==> src/shared/dcg_cfg.svh <==
// dcg_cfg.svh: offsets, reset values and field positions of the
// dual channel gain/offset register bank.
// assumes AXI4-Lite word addressing: byte address is four times the index.
`ifndef DCG_CFG_SVH
`define DCG_CFG_SVH
`define DCG_DW 8
`define DCG_AW 12
`define DCG_IW 10
`define DCG_IDX_LO 2
`define DCG_IDX_SRST 10'h000
`define DCG_IDX_ODD_OFF 10'h020
`define DCG_IDX_EVEN_OFF 10'h021
`define DCG_IDX_BOTH_OFF 10'h022
`define DCG_IDX_ODD_LSB 10'h024
`define DCG_IDX_EVEN_LSB 10'h025
`define DCG_IDX_BOTH_LSB 10'h026
`define DCG_IDX_ODD_MSB 10'h028
`define DCG_IDX_EVEN_MSB 10'h029
`define DCG_IDX_BOTH_MSB 10'h02A
`define DCG_RST_ODD_OFF 8'h40
`define DCG_RST_EVEN_OFF 8'h80
`define DCG_RST_LSB 1'h0
`define DCG_RST_MSB 8'h0C
`define DCG_LSB_POS 0
`define DCG_RESP_OKAY 2'h0
`define DCG_RESP_SLVERR 2'h2
`endif

==> src/shared/dcg_pkg.sv <==
// dcg_pkg: types and address decode of the gain/offset register bank.
// assumes dcg_cfg.svh is on the include path.
`default_nettype none
package dcg_pkg;
`include "dcg_cfg.svh"
    typedef logic [`DCG_DW-1:0] dcg_byte_type;
    typedef logic [`DCG_IW-1:0] dcg_idx_type;
    typedef logic [`DCG_AW-1:0] dcg_addr_type;

    // all bank state, one flop group
    typedef struct packed {
        dcg_byte_type odd_off;
        dcg_byte_type even_off;
        dcg_byte_type odd_msb;
        dcg_byte_type even_msb;
        logic odd_lsb;
        logic even_lsb;
    } dcg_regs_type;

    // word index of a byte address
    function automatic dcg_idx_type dcg_index(input dcg_addr_type a);
        return a[`DCG_AW-1:`DCG_IDX_LO];
    endfunction : dcg_index

    // decoded on both the write and the read side
    function automatic logic dcg_mapped(input dcg_idx_type i);
        case (i)
            `DCG_IDX_SRST, `DCG_IDX_ODD_OFF, `DCG_IDX_EVEN_OFF,
            `DCG_IDX_BOTH_OFF, `DCG_IDX_ODD_LSB, `DCG_IDX_EVEN_LSB,
            `DCG_IDX_BOTH_LSB, `DCG_IDX_ODD_MSB, `DCG_IDX_EVEN_MSB,
            `DCG_IDX_BOTH_MSB: return 1'b1;
            default: return 1'b0;
        endcase
    endfunction : dcg_mapped
endpackage : dcg_pkg
`default_nettype wire

==> src/shared/dcg_bus_if.sv <==
// dcg_bus_if: internal register access between the AXI channels and the bank.
// assumes one clock; the write enable is a one-cycle pulse.
`timescale 1ns/10ps
`default_nettype none
interface dcg_bus_if;
    import dcg_pkg::*;
    logic wr_en;
    dcg_idx_type wr_idx;
    dcg_byte_type wr_data;
    logic wr_strb;
    dcg_idx_type rd_idx;
    dcg_byte_type rd_data;
    modport wr_src (output wr_en, output wr_idx, output wr_data, output wr_strb);
    modport rd_src (output rd_idx, input rd_data);
    modport bank (input wr_en, input wr_idx, input wr_data, input wr_strb,
                  input rd_idx, output rd_data);
endinterface : dcg_bus_if
`default_nettype wire

==> src/rtl/dcg_top.sv <==
// dcg_top: gain and offset code bank for the odd and even channels.
// assumes an AXI4-Lite master on aclk; codes feed the analogue channels.
//
// The AXI4-Lite register port is this design's own decision.
`timescale 1ns/10ps
`default_nettype none
module dcg_top
    import dcg_pkg::*;
(
    input wire logic aclk,
    input wire logic aresetn,
    input wire logic [`DCG_AW-1:0] awaddr,
    input wire logic awvalid,
    output logic awready,
    input wire logic [31:0] wdata,
    input wire logic [3:0] wstrb,
    input wire logic wvalid,
    output logic wready,
    output logic [1:0] bresp,
    output logic bvalid,
    input wire logic bready,
    input wire logic [`DCG_AW-1:0] araddr,
    input wire logic arvalid,
    output logic arready,
    output logic [31:0] rdata,
    output logic [1:0] rresp,
    output logic rvalid,
    input wire logic rready,
    output logic [`DCG_DW-1:0] odd_offset_code,
    output logic [`DCG_DW-1:0] even_offset_code,
    output logic [`DCG_DW:0] odd_gain_code,
    output logic [`DCG_DW:0] even_gain_code
);
    dcg_bus_if bus ();

    dcg_regs_type regs_r;
    dcg_regs_type regs_nxt;
    dcg_regs_type regs_dflt;
    logic wr_go;

    ////////////////////////////////////////////////////////////////////////
    // bus channels

    dcg_axil_wr u_wr (
        .aclk(aclk),
        .aresetn(aresetn),
        .awaddr(awaddr),
        .awvalid(awvalid),
        .awready(awready),
        .wdata(wdata),
        .wstrb(wstrb),
        .wvalid(wvalid),
        .wready(wready),
        .bresp(bresp),
        .bvalid(bvalid),
        .bready(bready),
        .bus(bus.wr_src)
    );

    dcg_axil_rd u_rd (
        .aclk(aclk),
        .aresetn(aresetn),
        .araddr(araddr),
        .arvalid(arvalid),
        .arready(arready),
        .rdata(rdata),
        .rresp(rresp),
        .rvalid(rvalid),
        .rready(rready),
        .bus(bus.rd_src)
    );

    ////////////////////////////////////////////////////////////////////////
    // register bank

    // default image, shared by hard and soft reset
    always_comb begin
        regs_dflt.odd_off = `DCG_RST_ODD_OFF;
        regs_dflt.even_off = `DCG_RST_EVEN_OFF;
        regs_dflt.odd_msb = `DCG_RST_MSB;
        regs_dflt.even_msb = `DCG_RST_MSB;
        regs_dflt.odd_lsb = `DCG_RST_LSB;
        regs_dflt.even_lsb = `DCG_RST_LSB;
    end

    // only byte lane 0 carries data; a data write without it stores nothing
    assign wr_go = bus.wr_en && bus.wr_strb;

    // next bank value from the decoded write
    always_comb begin
        regs_nxt = regs_r;
        if (wr_go) begin
            case (bus.wr_idx)
                `DCG_IDX_ODD_OFF: begin
                    regs_nxt.odd_off = bus.wr_data;
                end
                `DCG_IDX_EVEN_OFF: begin
                    regs_nxt.even_off = bus.wr_data;
                end
                `DCG_IDX_BOTH_OFF: begin
                    regs_nxt.odd_off = bus.wr_data;
                    regs_nxt.even_off = bus.wr_data;
                end
                // upper bits of the low-bit words are dropped on purpose
                `DCG_IDX_ODD_LSB: begin
                    regs_nxt.odd_lsb = bus.wr_data[`DCG_LSB_POS];
                end
                `DCG_IDX_EVEN_LSB: begin
                    regs_nxt.even_lsb = bus.wr_data[`DCG_LSB_POS];
                end
                `DCG_IDX_BOTH_LSB: begin
                    regs_nxt.odd_lsb = bus.wr_data[`DCG_LSB_POS];
                    regs_nxt.even_lsb = bus.wr_data[`DCG_LSB_POS];
                end
                `DCG_IDX_ODD_MSB: begin
                    regs_nxt.odd_msb = bus.wr_data;
                end
                `DCG_IDX_EVEN_MSB: begin
                    regs_nxt.even_msb = bus.wr_data;
                end
                `DCG_IDX_BOTH_MSB: begin
                    regs_nxt.odd_msb = bus.wr_data;
                    regs_nxt.even_msb = bus.wr_data;
                end
                default: begin
                    regs_nxt = regs_r;
                end
            endcase
        end
        // soft reset ignores the strobe: the data value does not matter
        if (bus.wr_en && bus.wr_idx == `DCG_IDX_SRST) begin
            regs_nxt = regs_dflt;
        end
        if (!aresetn) begin
            regs_nxt = regs_dflt;
        end
    end

    always_ff @(posedge aclk) begin
        regs_r <= regs_nxt;
    end

    ////////////////////////////////////////////////////////////////////////
    // read back; broadcast and soft reset words are write only, read zero

    always_comb begin
        case (bus.rd_idx)
            `DCG_IDX_ODD_OFF: begin
                bus.rd_data = regs_r.odd_off;
            end
            `DCG_IDX_EVEN_OFF: begin
                bus.rd_data = regs_r.even_off;
            end
            `DCG_IDX_ODD_LSB: begin
                bus.rd_data = {7'h00, regs_r.odd_lsb};
            end
            `DCG_IDX_EVEN_LSB: begin
                bus.rd_data = {7'h00, regs_r.even_lsb};
            end
            `DCG_IDX_ODD_MSB: begin
                bus.rd_data = regs_r.odd_msb;
            end
            `DCG_IDX_EVEN_MSB: begin
                bus.rd_data = regs_r.even_msb;
            end
            default: begin
                bus.rd_data = 8'h00;
            end
        endcase
    end

    ////////////////////////////////////////////////////////////////////////
    // codes to the analogue channels; gain is linear in the 9-bit code

    assign odd_offset_code = regs_r.odd_off;
    assign even_offset_code = regs_r.even_off;
    assign odd_gain_code = {regs_r.odd_msb, regs_r.odd_lsb};
    assign even_gain_code = {regs_r.even_msb, regs_r.even_lsb};

    ////////////////////////////////////////////////////////////////////////
    // checks

    a_odd_off_reset: assert property (
        @(posedge aclk) disable iff (!aresetn)
        $rose(aresetn) |-> odd_offset_code == `DCG_RST_ODD_OFF)
        else $error("odd offset not at default after reset");

    a_even_off_reset: assert property (
        @(posedge aclk) disable iff (!aresetn)
        $rose(aresetn) |-> even_offset_code == `DCG_RST_EVEN_OFF)
        else $error("even offset not at default after reset");

    a_even_off_alone: assert property (
        @(posedge aclk) disable iff (!aresetn)
        wr_go && bus.wr_idx == `DCG_IDX_ODD_OFF
        |=> even_offset_code == $past(even_offset_code)
            && odd_offset_code == $past(bus.wr_data))
        else $error("odd offset write disturbed even channel");

    a_both_off_load: assert property (
        @(posedge aclk) disable iff (!aresetn)
        wr_go && bus.wr_idx == `DCG_IDX_BOTH_OFF
        |=> odd_offset_code == $past(bus.wr_data)
            && even_offset_code == $past(bus.wr_data))
        else $error("offset broadcast missed a channel");

    a_odd_gain_join: assert property (
        @(posedge aclk) disable iff (!aresetn)
        wr_go && bus.wr_idx == `DCG_IDX_ODD_MSB
        |=> odd_gain_code[`DCG_DW:1] == $past(bus.wr_data)
            && odd_gain_code[0] == $past(odd_gain_code[0]))
        else $error("odd gain upper byte misplaced");

    a_even_gain_join: assert property (
        @(posedge aclk) disable iff (!aresetn)
        wr_go && bus.wr_idx == `DCG_IDX_EVEN_LSB
        |=> even_gain_code[0] == $past(bus.wr_data[0])
            && even_gain_code[`DCG_DW:1] == $past(even_gain_code[`DCG_DW:1]))
        else $error("even gain low bit misplaced");

    a_both_lsb_load: assert property (
        @(posedge aclk) disable iff (!aresetn)
        wr_go && bus.wr_idx == `DCG_IDX_BOTH_LSB
        |=> odd_gain_code[0] == $past(bus.wr_data[0])
            && even_gain_code[0] == $past(bus.wr_data[0]))
        else $error("gain low bit broadcast missed a channel");

    a_gain_msb_reset: assert property (
        @(posedge aclk) disable iff (!aresetn)
        $rose(aresetn) |-> odd_gain_code == {`DCG_RST_MSB, `DCG_RST_LSB}
            && even_gain_code == {`DCG_RST_MSB, `DCG_RST_LSB})
        else $error("gain codes not at default after reset");

    a_both_msb_load: assert property (
        @(posedge aclk) disable iff (!aresetn)
        wr_go && bus.wr_idx == `DCG_IDX_BOTH_MSB
        |=> odd_gain_code[`DCG_DW:1] == $past(bus.wr_data)
            && even_gain_code[`DCG_DW:1] == $past(bus.wr_data))
        else $error("gain upper broadcast missed a channel");

    a_soft_reset_all: assert property (
        @(posedge aclk) disable iff (!aresetn)
        bus.wr_en && bus.wr_idx == `DCG_IDX_SRST
        |=> odd_offset_code == `DCG_RST_ODD_OFF
            && even_offset_code == `DCG_RST_EVEN_OFF
            && odd_gain_code == {`DCG_RST_MSB, `DCG_RST_LSB}
            && even_gain_code == {`DCG_RST_MSB, `DCG_RST_LSB})
        else $error("soft reset left a code off default");

    a_lsb_read_zero: assert property (
        @(posedge aclk) disable iff (!aresetn)
        arvalid && arready
            && (bus.rd_idx == `DCG_IDX_ODD_LSB || bus.rd_idx == `DCG_IDX_EVEN_LSB)
        |=> rvalid && rdata[31:1] == 31'h00000000)
        else $error("unused low-bit register bits read nonzero");

    a_write_answer: assert property (
        @(posedge aclk) disable iff (!aresetn)
        bus.wr_en |=> bvalid ##0 !awready && !wready)
        else $error("write response late or channels open");

    a_odd_off_kept: assert property (
        @(posedge aclk) disable iff (!aresetn)
        wr_go && bus.wr_idx == `DCG_IDX_EVEN_OFF
        |=> odd_offset_code == $past(odd_offset_code)
            && even_offset_code == $past(bus.wr_data))
        else $error("even offset write disturbed odd channel");

    a_odd_lsb_load: assert property (
        @(posedge aclk) disable iff (!aresetn)
        wr_go && bus.wr_idx == `DCG_IDX_ODD_LSB
        |=> odd_gain_code[0] == $past(bus.wr_data[0])
            && odd_gain_code[`DCG_DW:1] == $past(odd_gain_code[`DCG_DW:1]))
        else $error("odd gain low bit misplaced");

    a_even_msb_load: assert property (
        @(posedge aclk) disable iff (!aresetn)
        wr_go && bus.wr_idx == `DCG_IDX_EVEN_MSB
        |=> even_gain_code[`DCG_DW:1] == $past(bus.wr_data)
            && even_gain_code[0] == $past(even_gain_code[0]))
        else $error("even gain upper byte misplaced");

    // a data write without lane 0 is answered but must store nothing
    a_strobe_off_hold: assert property (
        @(posedge aclk) disable iff (!aresetn)
        bus.wr_en && !bus.wr_strb && bus.wr_idx != `DCG_IDX_SRST
        |=> $stable(odd_offset_code) && $stable(even_offset_code)
            && $stable(odd_gain_code) && $stable(even_gain_code))
        else $error("write without lane 0 changed a code");

    a_read_answer: assert property (
        @(posedge aclk) disable iff (!aresetn)
        arvalid && arready |=> rvalid && !arready)
        else $error("read data late or address channel open");

    a_resp_held: assert property (
        @(posedge aclk) disable iff (!aresetn)
        bvalid && !bready |=> bvalid && $stable(bresp))
        else $error("write response dropped before taken");

    a_rdata_held: assert property (
        @(posedge aclk) disable iff (!aresetn)
        rvalid && !rready
        |=> rvalid && $stable(rdata) && $stable(rresp))
        else $error("read data dropped before taken");
endmodule : dcg_top
`default_nettype wire

==> src/rtl/dcg_axil_wr.sv <==
// dcg_axil_wr: AXI4-Lite write address, data and response channels.
// assumes a master with one write under way at a time.
`timescale 1ns/10ps
`default_nettype none
module dcg_axil_wr
    import dcg_pkg::*;
(
    input wire logic aclk,
    input wire logic aresetn,
    input wire logic [`DCG_AW-1:0] awaddr,
    input wire logic awvalid,
    output logic awready,
    input wire logic [31:0] wdata,
    input wire logic [3:0] wstrb,
    input wire logic wvalid,
    output logic wready,
    output logic [1:0] bresp,
    output logic bvalid,
    input wire logic bready,
    dcg_bus_if.wr_src bus
);
    typedef struct packed {
        logic aw_got;
        logic w_got;
        dcg_idx_type idx;
        dcg_byte_type data;
        logic strb;
        logic bvalid;
        logic [1:0] bresp;
    } dcg_wr_type;

    dcg_wr_type s_r;
    dcg_wr_type s_nxt;

    ////////////////////////////////////////////////////////////////////////
    // channels taken in either order; held off while a response waits
    always_comb begin
        s_nxt = s_r;
        awready = !s_r.aw_got && !s_r.bvalid;
        wready = !s_r.w_got && !s_r.bvalid;
        bus.wr_en = s_r.aw_got && s_r.w_got;
        bus.wr_idx = s_r.idx;
        bus.wr_data = s_r.data;
        bus.wr_strb = s_r.strb;
        if (awvalid && awready) begin
            s_nxt.aw_got = 1'b1;
            s_nxt.idx = dcg_index(awaddr);
        end
        if (wvalid && wready) begin
            s_nxt.w_got = 1'b1;
            s_nxt.data = wdata[`DCG_DW-1:0];
            s_nxt.strb = wstrb[0];
        end
        if (bus.wr_en) begin
            s_nxt.aw_got = 1'b0;
            s_nxt.w_got = 1'b0;
            s_nxt.bvalid = 1'b1;
            s_nxt.bresp = dcg_mapped(s_r.idx) ? `DCG_RESP_OKAY : `DCG_RESP_SLVERR;
        end
        if (s_r.bvalid && bready) begin
            s_nxt.bvalid = 1'b0;
        end
        if (!aresetn) begin
            s_nxt = '0;
        end
    end

    always_ff @(posedge aclk) begin
        s_r <= s_nxt;
    end

    assign bvalid = s_r.bvalid;
    assign bresp = s_r.bresp;
endmodule : dcg_axil_wr
`default_nettype wire

==> src/rtl/dcg_axil_rd.sv <==
// dcg_axil_rd: AXI4-Lite read address and read data channels.
// assumes the bank answers its read index in the same cycle.
`timescale 1ns/10ps
`default_nettype none
module dcg_axil_rd
    import dcg_pkg::*;
(
    input wire logic aclk,
    input wire logic aresetn,
    input wire logic [`DCG_AW-1:0] araddr,
    input wire logic arvalid,
    output logic arready,
    output logic [31:0] rdata,
    output logic [1:0] rresp,
    output logic rvalid,
    input wire logic rready,
    dcg_bus_if.rd_src bus
);
    typedef struct packed {
        logic rvalid;
        dcg_byte_type rdata;
        logic [1:0] rresp;
    } dcg_rd_type;

    dcg_rd_type s_r;
    dcg_rd_type s_nxt;

    ////////////////////////////////////////////////////////////////////////
    // data captured on the address edge, so it cannot shift while held
    always_comb begin
        s_nxt = s_r;
        arready = !s_r.rvalid;
        bus.rd_idx = dcg_index(araddr);
        if (arvalid && arready) begin
            s_nxt.rvalid = 1'b1;
            s_nxt.rdata = bus.rd_data;
            s_nxt.rresp = dcg_mapped(bus.rd_idx) ? `DCG_RESP_OKAY : `DCG_RESP_SLVERR;
        end
        if (s_r.rvalid && rready) begin
            s_nxt.rvalid = 1'b0;
        end
        if (!aresetn) begin
            s_nxt = '0;
        end
    end

    always_ff @(posedge aclk) begin
        s_r <= s_nxt;
    end

    assign rvalid = s_r.rvalid;
    assign rresp = s_r.rresp;
    assign rdata = {24'h000000, s_r.rdata};
endmodule : dcg_axil_rd
`default_nettype wire

==> config.mk <==
export PLATFORM = sky130hd
export DESIGN_NAME = dcg_top
export DESIGN_NICKNAME = d
export VERILOG_FILES = /design/src/shared/dcg_pkg.sv /design/src/shared/dcg_bus_if.sv /design/src/rtl/dcg_top.sv /design/src/rtl/dcg_axil_wr.sv /design/src/rtl/dcg_axil_rd.sv
export VERILOG_INCLUDE_DIRS = /design/src /design/src/shared
export SDC_FILE = /design/constraint.sdc
export NUM_CORES = 1
export LEC_CHECK = 0
export ABC_AREA = 0
export BUFFER_PORTS_ARGS = -buffer_cell sky130_fd_sc_hd__buf_2
export CORE_MARGIN = 2
export CORE_UTILIZATION = 47
export CTS_CLUSTER_DIAMETER = 30
export DETAILED_ROUTE_END_ITERATION = 6
export PLACE_DENSITY = 0.8
export SYNTH_ARGS = -nofsm -noshare
export SYNTH_HDL_FRONTEND = slang
export SYNTH_SLANG_ARGS = --single-unit
export TNS_END_PERCENT = 10
==> constraint.sdc <==
create_clock -name aclk -period 2.4 [get_ports aclk]
set_input_delay 0.24 -clock aclk [delete_from_list [all_inputs] [get_ports aclk]]
set_output_delay 0.24 -clock aclk [all_outputs]
set_load 0.05 [all_outputs]
# Yosys cells after proc, flatten, opt, wreduce, memory -nomap -nowiden
# Index checks and enable logic that the tools add are counted.
# W data, S select, Z words.
[totals]
regBits = 69
in_bits = 67
output_inout_bits = 75
word_cells = 76
[classes]
n_eq_ne = 18
mux = 7
bitwise = 1
n_reduce_logical = 34
[ops]
columns = ["cell", "n"]
rows = [
  ["$eq A10 B6 Y1 const B", 18],
  ["$pmux W8 S6", 1],
  ["$logic_not A10 Y1", 2],
  ["$reduce_or A10 Y1", 2],
  ["$reduce_or A2 Y1", 10],
  ["$reduce_and A2 Y1", 6],
  ["$logic_and A1 B1 Y1", 10],
  ["$logic_not A1 Y1", 4],
  ["$mux W1", 4],
  ["$mux W2", 2],
  ["$not A1 Y1", 1],
]

# Logic depth before layout (Yosys ltp)
# Gate-level depths: netlist (run 1).
[depth]
depth_word = 5
depth_mapped = 6
ltp_nobuf = 4

# By module
# A second synthesis (run 1) with hierarchy kept.
[unflattened]
hier_cells = 343
hier_area_um2 = 3375.7
[by_module_without_submodules]
columns = ["module", "n_inst", "cells_per_inst", "area_each_um2", "seq_area_each_um2"]
rows = [
  ["dcg_top", 1, 152, 1636.6, 680.7],
  ["dcg_axil_wr", 1, 107, 1068.5, 460.4],
  ["dcg_axil_rd", 1, 84, 670.6, 200.2],
]

# Least setup slack after synthesis (run 1)
# No wires, ideal clock.
[synth_timing]
kind = "reg-to-reg"
startpoint = "register u_wr.s_r (netlist bit u_wr.bvalid)"
endpoint = "register u_wr.s_r (netlist bit u_wr.bus.wr_idx[0])"
setup_ps = 76
arrival_time_ps = 1945
required_ps = 2324
slack_ps = 380
path_stages_with_launch = 6
path_buffers = 1
synth_period_minus_slack_ps = 2020
path_cell_list = "dfxtp_1 nor2_1 and2_1 clkbuf_1 nand2_1 a21boi_0"
[synth_via]
elab_chain_len = 3
[synth_rtl]
columns = ["element", "line_no", "text"]
rows = [
  ["start: declaration", "dcg_axil_wr.sv:32", "dcg_wr_type s_r;"],
  ["start signal: assignment", "dcg_axil_wr.sv:69", "s_r <= s_nxt;"],
  ["$logic_not A1 Y1", "dcg_axil_wr.sv:39", "awready = !s_r.aw_got && !s_r.bvalid;"],
  ["$logic_and A1 B1 Y1", "dcg_axil_wr.sv:39", ""],
  ["named net awready", "dcg_top.sv:14", "output logic awready,"],
  ["$logic_and A1 B1 Y1", "dcg_axil_wr.sv:45", "if (awvalid && awready) begin"],
]
# The timed path passes the listed nets, and every way through them passes these cells.
# A chain may end at the register's enable or synchronous reset.

# Final worst setup path (run 1)
[layout_timing]
startpoint = "register u_wr.s_r (netlist bit u_wr.bus.wr_idx[5])"
endpoint = "register regs_r (netlist bit even_offset_code[7])"
[layout_via]
elab_chain_len = 3
elab_cells_between_ends = 7
classes_between = "2 x eq/ne; 5 x reduce/logical"
[layout_rtl]
columns = ["element", "line_no", "text"]
rows = [
  ["$eq A10 B6 Y1 / $logic_not A10 Y1 (equally long branches)", "--", ""],
  ["$reduce_or A2 Y1 (no source line) / $logic_and A1 B1 Y1 (equally long branches)", "--", ""],
  ["$reduce_and A2 Y1 (no source line) / $reduce_or A2 Y1 (equally long branches)", "--", ""],
  ["end signal: assignment", "dcg_top.sv:140", "regs_r <= regs_nxt;"],
  ["end: declaration", "dcg_top.sv:36", "dcg_regs_type regs_r;"],
]
# Several ways; a longest one is shown, not always the timed one.

==> out/results.txt, run 1 <==
Max Freq = 481.1 MHz
Setup bufs post-CTS = 0
Final antenna diode count = 0
DP Cell Count = 484
Routability cong. = 0.7973
RSZ-0062 raised after global routing = no
Setup Crit Path Kind = register to register
Layout Skew = 0.009671 ns
Global-route wire length before repair = 10.73 mm
Wire length on met1 = 2.927 mm
Die footprint = 7217 um^2
H-tree depth = 3
GRT Residual Overflow = 0
Cts bufs inserted = 9
TNS Setup = 0 ns
CP Launch Type = register
Flops & latches, synth = 67
Slew Viols, Final = 0
Pint = 1801 uW
Antenna violations before repair = 0
Final HPWL DP = 4.989 mm
Die width = 84.96 um
Ratio of cells with drive above 1 in the final layout = 0.2654
Synth Instances = 337
Crit end category = register
Yosys warning count = 0
WL met3 = 468 um
Count of final setup violators = 0
Clk slew on worst S/H paths = 0.07 ns
Wire per inst = 13.56 um
Switching part of the total = 0.2699
TritonRoute pass-1 iters = 4
Seq/Total Area, Yosys = 0.4354
Row cnt = 29
VDD IR-drop max = 0.4974 mV
Leak Pwr = 0.001818 uW
Clock tree buffer depth = 2
Logic gate share of total power = 0.123
Largest net degree at the start of global routing = 35
Core ar. = 6350 um^2
CTS tree = built
Max-Cap Viols = 0
Sequential share of power = 0.478
Height of the die = 84.96 um
Worst-Margin Slew = 0.6931 ns
DR WL met2 = 3.287 mm
Critical path cell sequence = or4b_1 > or4_1 > buf_4 > mux2i_1 > nand2_1
Post-CTS Hold Buffers = 0
Slew HR = 0.5370
DR iter-0 viols = 112
Count of cells resized by post-cts repair = 0
Tot GR Track Use = 0.1894
CP max-delay cell = or4b_1
# port buffers = 84
Yosys cell types = 41
Crit path DAT = 2.29 ns
Worst path required time = 2.62 ns
Residual DRC = 0
DR vias/cell = 5.060
Total length of routed wires = 6.765 mm
Layout Cells excl Fill = 499
Fin. Hold Viols = 0
Layout area overhead = 19.25%
Initial core utilization = 0.4851
Hold path cells = 3
PD cells = 671.6 nW/um^2
Top layer in use = met4
Mapped cell area = 3080 um^2
Crit share post-route = 0.8662
Switching pwr = 665.8 uW
Detail Route Antenna Nets = 0
Vias in the first global route = 2285
Clock power share = 0.398
Layout Nets = 485
Fillers = 570
Clock root cell = clkbuf_8
Outcome = complete, no violations
Max stage delay on crit path = 0.53 ns
Min Tclk post-route = 2.079 ns
Mean Syn Cell Area = 9.141 um^2
Clk sinks = 67
CP max FO = 8
Clk_lat worst skew = 0.34 ns
Final Util = 0.5785
Vias post-DR = 2525
Worst reg-to-reg path cell count = 5
IO Pins = 142
Worst Hold Class = input pin to register
[metal layers]
layer,GRT usage,up-vias
li1,-,1264
met1,0.2224,1169
met2,0.3224,83
met3,0.06226,9
met4,0.06926,0
met5,0,-
[layout make-up]
type                    count  area (um^2)  area share
clock buffers              10        127.6     0.03474
clock inverters             5        78.83     0.02146
inverters                   6        22.52    0.006131
multi-input cells         245         1549      0.4217
flip-flops and latches     67         1341      0.3651
well taps                  77        96.34     0.02623
repair buffers             89        457.9      0.1247
[worst paths after layout]
kind	from	endpoint	slack (ns)
setup reg to reg	u_wr.bus.wr_idx[5]$_SDFFE_PN0P_	even_offset_code[7]$_SDFFE_PP1P_	0.32
hold / removal	wdata[3]	u_wr.bus.wr_data[3]$_SDFFE_PN0P_	0.15
hold reg to reg	u_rd.rdata[5]$_SDFFE_PN0P_	u_rd.rdata[5]$_SDFFE_PN0P_	0.45
setup / recovery	u_wr.bus.wr_idx[5]$_SDFFE_PN0P_	even_offset_code[7]$_SDFFE_PP1P_	0.32
[cells in the final DEF (no fill, tap or decap), types with 2 or more instances in the layout]
cell,count
nor3_1,5
nor2b_1,2
mux2i_1,37
clkbuf_8,9
a22oi_1,2
and2_1,4
a21boi_0,21
buf_2,84
nand4_1,4
nor4_1,2
nand3_1,2
nor3b_1,2
or4_1,2
inv_1,6
o21ai_0,7
dfxtp_1,67
nand2b_1,2
nor2_1,37
bufinv_16,2
nand2_1,61
buf_4,5
conb_1,26
clkinv_2,2
nand4b_1,3
o22ai_1,3
mux4_2,7
[sequential cells by signal, summed over array words and instances (netlist names)]
name and count:
even_offset_code 8, odd_gain_code 9, u_wr.bresp 1, u_rd.rdata 8, u_rd.rresp 1, u_wr.bus.wr_strb 1
u_wr.bus.wr_idx 10, u_wr.bus.wr_data 8, u_wr.s_r 2, u_rd.rvalid 1, even_gain_code 9, odd_offset_code 8
u_wr.bvalid 1
[worst max-delay path: cells and delay by family, from the launching register on]
kind,cells,cell delay (ns)
flops,1,0.46
buf+inv,1,0.21
simple gates,3,1.13
mux,1,0.17
[through the flow]
stage               power, uW  setup WS [ns]  hold slack (ns)  instance area, um^2
detailed placement       1510         0.3453           0.4361                 3467
global placement         1502         0.3771           0.4341                 3467
floorplan                1470         0.3797           0.3849                 3174
CTS                      2486         0.3293           0.1384                 3674
global route             2560         0.2219           0.1389                 3674
finish                   2467         0.3212           0.1522                 3674
[kinds of logic (layout without fill, tap and decap cells)]
group                  Yosys count  count (layout)  share of synthesized area
multiplexers                    44              44                     0.1714
buffers and inverters           50             110                    0.09504
flip-flops                      67              67                     0.4354
XOR/XNOR                         1               1                   0.002844
AND/OR/NAND/NOR                134             134                     0.2006
other                            1              26                   0.001217
AO/OA/AOI/OAI                   40              40                    0.09342
[cell usage after synthesis]
cell,instances,area share
inv_1,6,0.0073
nand4b_1,3,0.0085
a21boi_0,21,0.051
nor4bb_1,1,0.0032
buf_1,3,0.0037
mux4_2,7,0.051
nand2b_1,2,0.0041
a211o_1,1,0.0028
o31ai_2,1,0.0041
o211ai_1,1,0.0024
and3b_1,1,0.0028
nor2_1,37,0.045
nor3_1,5,0.0081
or4_1,2,0.0049
o31ai_1,1,0.0024
or4bb_1,1,0.0037
o21a_1,1,0.0024
nand3b_1,1,0.0024
a22oi_1,2,0.0049
mux2i_1,37,0.12
o21ai_0,7,0.011
nor4b_1,1,0.0028
nand2_1,61,0.074
nor2b_1,2,0.0041
nand3_1,2,0.0032
conb_1,1,0.0012
dfxtp_1,67,0.44
buf_4,27,0.066
o22ai_1,3,0.0061
buf_2,3,0.0049
xnor2_1,1,0.0028
and3_1,1,0.0020
and2_1,4,0.0081
clkbuf_1,11,0.013
nand4_1,4,0.0081
or3b_2,1,0.0028
o31a_1,1,0.0028
or4b_1,1,0.0032
nor3b_1,2,0.0049
nor4_1,2,0.0041
a311oi_1,1,0.0028
[power by group through the flow]
stage | Combinational, uW | Clock [uW] | Sequential [uW]
after floorplan | 270 | 0 | 1200
after global placement | 300 | 0 | 1200
after detailed placement | 305 | 0 | 1200
after CTS | 305 | 1000 | 1180
after global routing | 330 | 1050 | 1180
final | 304 | 983 | 1180
Note: power is estimated with default switching activity, not from simulation.
==> run 2, diff against run 1 <==
--- a/config.mk
+++ b/config.mk
@@ -8,7 +8,7 @@
 export LEC_CHECK = 0
 export ABC_AREA = 0
 export BUFFER_PORTS_ARGS = -buffer_cell sky130_fd_sc_hd__buf_2
-export CORE_MARGIN = 2
+export CORE_MARGIN = 8
 export CORE_UTILIZATION = 47
 export CTS_CLUSTER_DIAMETER = 30
 export DETAILED_ROUTE_END_ITERATION = 6
==> out/results.txt, run 2 (synthesis gave the netlist of run 1 again) <==
WL met3 = 671 um
Worst path required time = 2.63 ns
CP max FO = 8
DP Cell Count = 485
DR iter-0 viols = 92
Die width = 96.96 um
Setup Crit Path Kind = register to register
Clock tree buffer depth = 2
Crit share post-route = 0.8866
Leak Pwr = 0.001818 uW
Clk_lat worst skew = 0.34 ns
Row cnt = 29
Layout Cells excl Fill = 501
Detail Route Antenna Nets = 0
DR vias/cell = 5.064
CP Launch Type = register
CTS tree = built
Die footprint = 9400 um^2
Final HPWL DP = 5.707 mm
Critical path cell sequence = or4b_1 > or4_1 > mux2i_1 > nor2_1
VDD IR-drop max = 0.4072 mV
Max-Cap Viols = 0
Routability cong. = 0.8016
Vias in the first global route = 2410
Final antenna diode count = 0
Top layer in use = met4
Crit end category = register
Fin. Hold Viols = 0
Wire per inst = 15.02 um
Min Tclk post-route = 2.128 ns
Max stage delay on crit path = 0.80 ns
Largest net degree at the start of global routing = 35
Commonest non-fill, non-tap cell in the layout = buf_2
Global-route wire length before repair = 11.93 mm
Tot GR Track Use = 0.1577
Most frequent cells in the layout = buf_2 (84), dfxtp_1 (67), nand2_1 (61)
Initial core utilization = 0.4851
Outcome = complete, no violations
GRT Residual Overflow = 0
Clk slew on worst S/H paths = 0.07 ns
Total length of routed wires = 7.526 mm
Height of the die = 96.96 um
Count of cells resized by post-cts repair = 0
Antenna violations before repair = 0
Worst Hold Class = input pin to register
TNS Setup = 0 ns
Worst-Margin Slew = 0.5413 ns
Cts bufs inserted = 9
Post-CTS Hold Buffers = 0
Vias post-DR = 2537
DR WL met2 = 3.519 mm
Clock root cell = clkbuf_8
RSZ-0062 raised after global routing = no
Count of final setup violators = 0
Wire length on met1 = 3.205 mm
Layout area overhead = 19.33%
Layout Skew = 0.01072 ns
Core ar. = 6350 um^2
IO Pins = 142
Max Freq = 469.9 MHz
Setup bufs post-CTS = 0
Residual DRC = 0
Crit path DAT = 2.36 ns
H-tree depth = 3
Clk sinks = 67
TritonRoute pass-1 iters = 4
CP max-delay cell = or4_1
Layout Nets = 486
Ratio of cells with drive above 1 in the final layout = 0.2689
Slew HR = 0.6391
Slew Viols, Final = 0
# port buffers = 84
Largest register FFs = 10
PD cells = 662.2 nW/um^2
## run 2: power by group
group / switching (uW) / internal, uW
logic: 225 / 86.0
registers: 38.7 / 1140
clock network: 432 / 512
total: 696 / 1740
## run 2: final timing paths
check	endpoint	start	slack (ns)	depth (start not counted)
worst min register to register	u_rd.rdata[5]$_SDFFE_PN0P_	u_rd.rdata[5]$_SDFFE_PN0P_	0.45	2
worst max register to register	even_offset_code[3]$_SDFFE_PP0P_	u_wr.bus.wr_idx[4]$_SDFFE_PN0P_	0.27	4
worst max-delay path	even_offset_code[3]$_SDFFE_PP0P_	u_wr.bus.wr_idx[4]$_SDFFE_PN0P_	0.27	4
worst min-delay path	u_wr.bus.wr_idx[7]$_SDFFE_PN0P_	awaddr[9]	0.14	3
## run 2: layout make-up
| type | instances | area [um^2] |
|---|---|---|
| clock buffer | 11 | 141.4 |
| fill | 561 | 2674 |
| sequential | 67 | 1341 |
| inverter | 6 | 22.52 |
| multi-input combinational | 245 | 1549 |
| tap | 77 | 96.34 |
| timing repair buffer | 90 | 465.4 |
| clock inverter | 5 | 60.06 |
## run 2: per-layer routing
metal | up-vias | global-route usage
li1 | 1268 | -
met1 | 1174 | 0.1682
met2 | 85 | 0.2531
met3 | 10 | 0.07397
met4 | 0 | 0.08521
met5 | - | 0
## run 2: critical path: cells and delay by family, from the launching register on
family | cells | cell delay (ns)
muxes | 1 | 0.25
and+or+nand+nor | 3 | 1.43
DFF | 1 | 0.33
## run 2: stage by stage
| step | power (uW) | setup slack (ns) | util | area (um^2) | hold WS, ns |
|---|---|---|---|---|---|
| after floorplan | 1470 | 0.3797 | - | 3174 | 0.3849 |
| final | 2434 | 0.2721 | 0.5789 | 3676 | 0.1408 |
| after detailed placement | 1513 | 0.2959 | 0.5472 | 3475 | 0.4363 |
| after global routing | 2526 | 0.2176 | 0.5789 | 3676 | 0.1351 |
| after global placement | 1506 | 0.3121 | 0.5472 | 3475 | 0.4316 |
| after CTS | 2445 | 0.2836 | 0.5789 | 3676 | 0.1276 |
